**config.mk**
```make
export PLATFORM = sky130hd
export DESIGN_NAME = sensor_result_status_regs
export DESIGN_NICKNAME = d
export VERILOG_FILES = /design/src/sensor_result_status_regs.v
export VERILOG_INCLUDE_DIRS = /design/src
export SDC_FILE = /design/constraint.sdc
export NUM_CORES = 1
export LEC_CHECK = 0
export ABC_AREA = 1
export ABC_CLOCK_PERIOD_IN_PS = 4900
export BUFFER_PORTS_ARGS = -buffer_cell sky130_fd_sc_hd__buf_2
export CAP_MARGIN = 15
export CORE_MARGIN = 2
export CORE_UTILIZATION = 36
export CTS_BUF_LIST = sky130_fd_sc_hd__clkbuf_4 sky130_fd_sc_hd__clkbuf_8 sky130_fd_sc_hd__clkbuf_16
export DETAILED_ROUTE_END_ITERATION = 7
export HOLD_SLACK_MARGIN = 0.02
export PLACE_DENSITY_LB_ADDON = 0.08
export SLEW_MARGIN = 40
export SYNTH_ARGS = -nofsm -noshare
export SYNTH_HDL_FRONTEND = slang
export SYNTH_SLANG_ARGS = --single-unit
```
**constraint.sdc**
```tcl
create_clock -name MCLK -period 4.9 [get_ports MCLK]
set_input_delay 0.49 -clock MCLK [delete_from_list [all_inputs] [get_ports MCLK]]
set_output_delay 0.49 -clock MCLK [all_outputs]
set_load 0.005 [all_outputs]
```
**src/sensor_regs_defines.vh**
```
/*
 Register offsets, flag positions and reset values of the sensor result
 and status register bank. Definitions only; included by the bank.
*/
`ifndef SENSOR_REGS_DEFINES_VH
`define SENSOR_REGS_DEFINES_VH

`define ADDR_TEMP_RESULT 8'h2E
`define ADDR_PRESS_RESULT 8'h30
`define ADDR_SNAPSHOT 8'h32
`define ADDR_EVENT_STATUS 8'h36
`define ADDR_SERIAL_LOW 8'h50
`define ADDR_SERIAL_HIGH 8'h52

`define BIT_IDLE 0
`define BIT_PRESS_UP 3
`define BIT_TEMP_UP 4
`define BIT_SUPPLY_FAULT 7
`define BIT_CHECK_FAULT 8
`define BIT_SATURATED 10
`define BIT_COM_CRC 11
`define BIT_PRESS_MISSED 14
`define BIT_TEMP_MISSED 15

`define EVENT_MASK 16'hC998
`define LIVE_COPY_MASK 16'hCD81
`define STATUS_RESET 16'h0000
`define RESULT_RESET 16'h0000

`endif

```
**src/sensor_result_status_regs.v**
```verilog
/*
 Result, status, snapshot and serial number register bank of a digital
 pressure sensor. Assumes the serial interface delivers decoded word
 accesses (address, strobe, data) and ignores frame errors itself; the
 measurement logic delivers results with one-cycle load strobes.
*/
`timescale 1ns/1ps
`default_nettype none
`include "sensor_regs_defines.vh"

// Behaviour
// RULE1: Pressure result read-only at 0x30; each load sets pressure-updated flag.
// RULE2: Temperature result read-only at 0x2E; each load sets temperature-updated flag.
// RULE3: Results hold invalid contents until first measurement is loaded.
// RULE4: When configuration checksum failed, results are never updated.
// RULE5: Host waits for both updated flags before trusting results.
// RULE6: Snapshot bits 15:5 and 0 equal the live status bits.
// RULE7: Snapshot bits 3,4 captured from live flags when results are read.
// RULE8: Burst of three words from 0x2E gives temperature, pressure, snapshot.
// RULE9: Live status bit 0 is 0 when busy, 1 when idle.
// RULE10: Bits 3,4 set on result update, cleared on result read.
// RULE11: Bit 7 set as event on bridge supply fault.
// RULE12: Bit 8 set as event on bridge check fault.
// RULE13: Bit 10 shows saturation of the current result computation.
// RULE14: Bit 11 set as event on serial transfer checksum error.
// RULE15: Bits 14,15 set when a load finds its updated flag still set.
// RULE16: Events stay set until 1 written to live status; snapshot writes ignored.
// RULE17: Writing 0xFFFF to live status clears all event flags.
// RULE18: Condition flags follow present hardware state only.
// RULE19: Serial number low word at 0x50, high word at 0x52, read-only.
// RULE20: Only live status (and command) register accept host writes.
// RULE21: Reserved status bits read zero and ignore writes.
module sensor_result_status_regs #(
	parameter [15:0] SERIAL_LOW = 16'h1234, // Arbitrary value
	parameter [15:0] SERIAL_HIGH = 16'h5678 // Arbitrary value
) (
	input wire MCLK, // System clock, 100 MHz
	input wire RESET, // Asynchronous reset, active high
	input wire [7:0] ADDR, // Word byte address of access
	input wire RD, // Read strobe, one cycle
	input wire WR, // Write strobe, one cycle
	input wire [15:0] WDATA, // Write data
	output reg [15:0] RDATA, // Read data, valid the cycle after RD
	input wire CHECKSUM_FAIL, // Configuration checksum failed, level
	input wire BUSY, // Chip busy, level
	input wire PRESS_LOAD, // New pressure value, one-cycle strobe
	input wire [15:0] PRESS_VALUE, // Corrected pressure
	input wire TEMP_LOAD, // New temperature value, one-cycle strobe
	input wire [15:0] TEMP_VALUE, // Corrected temperature
	input wire SATURATED, // Current result saturated, level
	input wire BRIDGE_SUPPLY_FAULT, // Bridge supply fault, pulse
	input wire BRIDGE_CHECK_FAULT, // Bridge check fault, pulse
	input wire COM_CRC_ERROR // Serial transfer checksum error, pulse
);

	localparam [15:0] status_init = `STATUS_RESET;

	reg [15:0] press_result;
	reg [15:0] temp_result;
	reg snap_press_up;
	reg snap_temp_up;
	reg [15:0] next_rdata;
	wire [15:0] events;
	wire [15:0] live_status;
	wire [15:0] snapshot;
	wire [15:0] wr_clear;
	wire [15:0] rd_clear;
	wire [15:0] clear_events;
	wire [15:0] set_events;
	wire press_load_ok;
	wire temp_load_ok;
	wire rd_press;
	wire rd_temp;
	wire wr_status;
	wire press_up;
	wire temp_up;
	wire supply_fault;
	wire check_fault;
	wire com_crc;
	wire press_missed;
	wire temp_missed;
	wire idle;
	wire saturated;

	// RULE4 gate loads
	assign press_load_ok = PRESS_LOAD & ~CHECKSUM_FAIL;
	assign temp_load_ok = TEMP_LOAD & ~CHECKSUM_FAIL;

	// Decoded accesses
	assign rd_press = RD & (ADDR == `ADDR_PRESS_RESULT);
	assign rd_temp = RD & (ADDR == `ADDR_TEMP_RESULT);
	assign wr_status = WR & (ADDR == `ADDR_EVENT_STATUS);

	// RULE16 RULE17 RULE20 write-one-clear
	assign wr_clear = wr_status ? (WDATA & `EVENT_MASK) : 16'h0000;

	// RULE10 read clears updated flag
	assign rd_clear = {11'h000, rd_temp, rd_press, 3'h0};
	assign clear_events = wr_clear | rd_clear;

	// RULE10 RULE11 RULE12 RULE14 RULE15 event sources
	assign set_events = {
		temp_load_ok & events[`BIT_TEMP_UP],
		press_load_ok & events[`BIT_PRESS_UP],
		2'h0,
		COM_CRC_ERROR,
		2'h0,
		BRIDGE_CHECK_FAULT,
		BRIDGE_SUPPLY_FAULT,
		2'h0,
		temp_load_ok,
		press_load_ok,
		3'h0
	};

	// Stored events gathered at their bit positions
	assign events = {
		temp_missed,
		press_missed,
		2'h0,
		com_crc,
		2'h0,
		check_fault,
		supply_fault,
		2'h0,
		temp_up,
		press_up,
		3'h0
	};

	// RULE9 RULE18 idle follows busy
	assign idle = ~BUSY;

	// RULE13 RULE18 saturation condition
	assign saturated = SATURATED;

	// RULE21 reserved bits read zero
	assign live_status = {events[15:11], saturated, events[9:1], idle};

	// RULE6 mirror live bits
	assign snapshot = (live_status & `LIVE_COPY_MASK) |
		{11'h000, snap_temp_up, snap_press_up, 3'h0};

	// RULE1 RULE10 pressure updated
	status_event_flag #(
		.INIT(status_init[`BIT_PRESS_UP])
	) u_status_event_flag_press_up (
		.mclk(MCLK),
		.reset(RESET),
		.set(set_events[`BIT_PRESS_UP]),
		.clear(clear_events[`BIT_PRESS_UP]),
		.flag(press_up)
	);

	// RULE2 RULE10 temperature updated
	status_event_flag #(
		.INIT(status_init[`BIT_TEMP_UP])
	) u_status_event_flag_temp_up (
		.mclk(MCLK),
		.reset(RESET),
		.set(set_events[`BIT_TEMP_UP]),
		.clear(clear_events[`BIT_TEMP_UP]),
		.flag(temp_up)
	);

	// RULE11 bridge supply fault
	status_event_flag #(
		.INIT(status_init[`BIT_SUPPLY_FAULT])
	) u_status_event_flag_supply (
		.mclk(MCLK),
		.reset(RESET),
		.set(set_events[`BIT_SUPPLY_FAULT]),
		.clear(clear_events[`BIT_SUPPLY_FAULT]),
		.flag(supply_fault)
	);

	// RULE12 bridge check fault
	status_event_flag #(
		.INIT(status_init[`BIT_CHECK_FAULT])
	) u_status_event_flag_check (
		.mclk(MCLK),
		.reset(RESET),
		.set(set_events[`BIT_CHECK_FAULT]),
		.clear(clear_events[`BIT_CHECK_FAULT]),
		.flag(check_fault)
	);

	// RULE14 transfer checksum error
	status_event_flag #(
		.INIT(status_init[`BIT_COM_CRC])
	) u_status_event_flag_com_crc (
		.mclk(MCLK),
		.reset(RESET),
		.set(set_events[`BIT_COM_CRC]),
		.clear(clear_events[`BIT_COM_CRC]),
		.flag(com_crc)
	);

	// RULE15 pressure missed
	status_event_flag #(
		.INIT(status_init[`BIT_PRESS_MISSED])
	) u_status_event_flag_press_missed (
		.mclk(MCLK),
		.reset(RESET),
		.set(set_events[`BIT_PRESS_MISSED]),
		.clear(clear_events[`BIT_PRESS_MISSED]),
		.flag(press_missed)
	);

	// RULE15 temperature missed
	status_event_flag #(
		.INIT(status_init[`BIT_TEMP_MISSED])
	) u_status_event_flag_temp_missed (
		.mclk(MCLK),
		.reset(RESET),
		.set(set_events[`BIT_TEMP_MISSED]),
		.clear(clear_events[`BIT_TEMP_MISSED]),
		.flag(temp_missed)
	);

	// RULE1 RULE2 RULE3 result loads
	always @(posedge MCLK or posedge RESET)
	begin
		if (RESET)
		begin
			press_result <= `RESULT_RESET;
			temp_result <= `RESULT_RESET;
		end
		else
		begin
			if (press_load_ok)
				press_result <= PRESS_VALUE;
			if (temp_load_ok)
				temp_result <= TEMP_VALUE;
		end
	end

	// RULE7 capture on result read
	always @(posedge MCLK or posedge RESET)
	begin
		if (RESET)
		begin
			snap_press_up <= 1'b0;
			snap_temp_up <= 1'b0;
		end
		else
		begin
			if (rd_press)
				snap_press_up <= events[`BIT_PRESS_UP];
			if (rd_temp)
				snap_temp_up <= events[`BIT_TEMP_UP];
		end
	end

	// RULE8 RULE19 read decode
	always @*
	begin
		if (ADDR == `ADDR_TEMP_RESULT)
			next_rdata = temp_result;
		else if (ADDR == `ADDR_PRESS_RESULT)
			next_rdata = press_result;
		else if (ADDR == `ADDR_SNAPSHOT)
			next_rdata = snapshot;
		else if (ADDR == `ADDR_EVENT_STATUS)
			next_rdata = live_status;
		else if (ADDR == `ADDR_SERIAL_LOW)
			next_rdata = SERIAL_LOW;
		else if (ADDR == `ADDR_SERIAL_HIGH)
			next_rdata = SERIAL_HIGH;
		else
			next_rdata = 16'h0000;
	end

	always @(posedge MCLK or posedge RESET)
	begin
		if (RESET)
			RDATA <= 16'h0000;
		else if (RD)
			RDATA <= next_rdata;
	end

endmodule

// One stored event bit; a set wins over a clear in the same cycle
module status_event_flag #(
	parameter [0:0] INIT = 1'h0 // Value after reset
) (
	input wire mclk, // System clock
	input wire reset, // Asynchronous reset, active high
	input wire set, // Event seen this cycle
	input wire clear, // Clear request this cycle
	output reg flag // Stored event
);

	always @(posedge mclk or posedge reset)
	begin
		if (reset)
			flag <= INIT;
		else if (set)
			flag <= 1'h1;
		else if (clear)
			flag <= 1'h0;
	end

endmodule
`default_nettype wire

```
==> flow_summary.json <==
{
  "synth_nets": 353,
  "vias_per_cell": 4.50,
  "fin_tns_setup_ps": 0,
  "utilization_pct": 46.3,
  "grt_pass1_vias": 2114,
  "cts_buffers": 9,
  "start_kind": "primary input",
  "wl_per_cell_microns": 13.5,
  "drc": 0,
  "ys_seq_elements": 57,
  "relSlewSlack_pct": 57.8,
  "drv_slew": 0,
  "synthFlopType": "dfrtp_1",
  "timing.hold.ws_ps": 260,
  "final_layout_size_suffix_gt1_share_pct": 37.1,
  "final_cells": 468,
  "ant_nets": 0,
  "maxCapViolations": 0,
  "dieHeight_microns": 90.0,
  "cts.hold.buffers_added": 0,
  "synthArstFlopShare_pct": 100,
  "grt_first_pass_wirelength_mm": 10.5,
  "syn_to_final_growth_pct": 25.5,
  "dp_hpwl_mm": 4.32,
  "insertedDiodeCount": 0,
  "post_cts_buffers": 0,
  "worstPathRequired_ps": 5090,
  "final_cell_area_sq_um": 3340,
  "core_area_sq_um": 7210,
  "setup_viol": 0,
  "globalplace.congestion": 0.753,
  "p_per_area_nw_per_um2": 332,
  "p_leak_nw": 1.81,
  "ys_seq_area_share_pct": 53.5,
  "max_freq_mhz": 576,
  "tritoncts": "built",
  "run_status": "completed",
  "hold_viol": 0,
  "cts-root-buf": "clkbuf_8",
  "cp.arrival_ps": 1920,
  "hold_class": "in2async",
  "clockBufferDepth": 2,
  "dr.pass1.iters": 4,
  "ys_warn_count": 0,
  "dp_cells": 452,
  "synth_area_per_cell_sq_um": 9.35,
  "totalWireLength_mm": 6.33,
  "crit_type": "in2reg",
  "worstSetupEndpointType": "register",
  "worstMarginPinSlew_ps": 632,
  "initial_core_util_pct": 36.9,
  "core.rowCount": 31,
  "dpl_cell_area_sq_um": 3120,
  "fin_nets": 432,
  "syn-cell-area_sq_um": 2660,
  "cts_sinks": 57,
  "grtUsageTotal_pct": 16.8,
  "htree_levels": 3,
  "ios": 84,
  "ir_drop_uv": 171,
  "netlist_instances": 285,
  "post_cts_resized": 0,
  "grt.overflow.total": 0,
  "die_area_sq_um": 8100,
  "vias": 2104,
  "grt_max_degree": 58,
  "cp_max_fo": 12,
  "drtIter0Drc": 66,
  "io_buffer_count": 74,
  "skew_ps": 4.88,
  "period_minus_slack_ps": 1740,
  "n_fill_cell": 778,
  "clk_pin_slew_ps": 70,
  "synth_cell_types": 24,
  "clk_latency_ps": 330,
  "synth_edf_count": 0,
  "final.period_utilization_pct": 35.4,
  "antenna_found_initial": 0,
  "fp.dieW_microns": 90.0,
  "rsz0062_at_grt": "false"
}
## through the flow
stage | setup slack [ps] | total power [mW]
final | 3160 | 1.11
after global routing | 3030 | 1.16
after CTS | 3180 | 1.12
after global placement | 2850 | 0.649
after detailed placement | 2840 | 0.652
after floorplan | 3010 | 0.606
## worst paths after layout
check	from	to	slack [ps]	cells after the start
worst max-delay path	ADDR[7]	RDATA[6]$_DFFE_PP0P_	3160	7
worst min-delay path	RESET	RDATA[0]$_DFFE_PP0P_	260	3
worst max register to register	u_status_event_flag_temp_up.flag$_DFFE_PP0P_	RDATA[4]$_DFFE_PP0P_	4020	6
worst min register to register	RDATA[8]$_DFFE_PP0P_	RDATA[8]$_DFFE_PP0P_	470	2
max in group asynchronous	RESET	RDATA[7]$_DFFE_PP0P_	4250	3
min in group MCLK	BRIDGE_CHECK_FAULT	u_status_event_flag_check.flag$_DFFE_PP0P_	340	2
## synthesized netlist by cell type, types with 2 or more instances
cell type   n  area [sq um]
o21ai_1     4          20.0
dfrtp_1    57          1430
nor2_2      3          18.8
mux2_2     31           349
nand3_1    17          85.1
buf_2       4          20.0
nand2_2     7          43.8
nand2_1    88           330
a21oi_1    10          50.1
a21o_1      3          22.5
nand4_1     2          12.5
o21ai_0     9          45.0
nor2_1     11          41.3
inv_1      29           109
## registers in the layout, summed over array words and instances, names as in the netlist
name / cells
RDATA: 16
press_result: 16
temp_result: 16
snap_press_up: 1
snap_temp_up: 1
u_status_event_flag_check.flag: 1
u_status_event_flag_com_crc.flag: 1
u_status_event_flag_press_missed.flag: 1
u_status_event_flag_press_up.flag: 1
u_status_event_flag_supply.flag: 1
u_status_event_flag_temp_missed.flag: 1
u_status_event_flag_temp_up.flag: 1
## logic make-up after synthesis
kind of cell	after synthesis	share of synthesized area, %
compound gates	29	6.15
buf+inv	37	5.82
flops	57	53.5
mux	31	13.1
simple gates	131	21.4
## worst max-delay path, cell delays in order
cell     delay, ps
buf_2          100
nor2_1         170
nand2_1        110
nor2_2         520
nand2_1        270
o22ai_1        180
a21oi_1         70
## area by class of cell
class / instances / area [sq um] / area share (%)
Sequential cell: 57 / 1430 / 42.7
Multi-Input combinational cell: 191 / 1080 / 32.4
Timing Repair Buffer: 75 / 382 / 11.4
Clock buffer: 14 / 180 / 5.39
Tap cell: 99 / 124 / 3.71
Inverter: 30 / 113 / 3.37
Clock inverter: 2 / 35.0 / 1.05
## routing by layer
layer	GRT usage (%)	share of wire, %	vias to the layer above
li1	-	-	1076
met1	22.5	46	964
met2	25.7	46	60
met3	5.70	6.7	4
met4	5.77	0.69	0
met5	0	0	-
## report_power, final
part | total, mW | internal [mW] | switching (mW) | leakage, nW
registers | 0.534 | 0.514 | 0.0198 | 0.683
logic | 0.108 | 0.0572 | 0.0504 | 1.01
clock network | 0.468 | 0.287 | 0.181 | 0.114
total | 1.11 | 0.858 | 0.251 | 1.81
## cells in the final DEF (no fill, tap or decap)
| cell | count |
|---|---|
| a21oi_1 | 10 |
| o21a_1 | 1 |
| nor2_2 | 3 |
| nand4_1 | 2 |
| clkbuf_4 | 2 |
| or2_0 | 1 |
| o21ai_0 | 9 |
| mux2_2 | 31 |
| o21ai_1 | 4 |
| clkbuf_8 | 12 |
| nand2_2 | 7 |
| dfrtp_1 | 57 |
| nand3_1 | 17 |
| a21o_1 | 3 |
| inv_1 | 28 |
| nor2_1 | 11 |
| inv_2 | 2 |
| nand2_1 | 88 |
| nor2_4 | 1 |
| clkinv_2 | 1 |
| nor2_8 | 1 |
| bufinv_16 | 1 |
| o22ai_1 | 1 |
| buf_6 | 1 |
| buf_2 | 74 |
| o211ai_2 | 1 |
No activity file was read; power rests on OpenSTA's default activity.
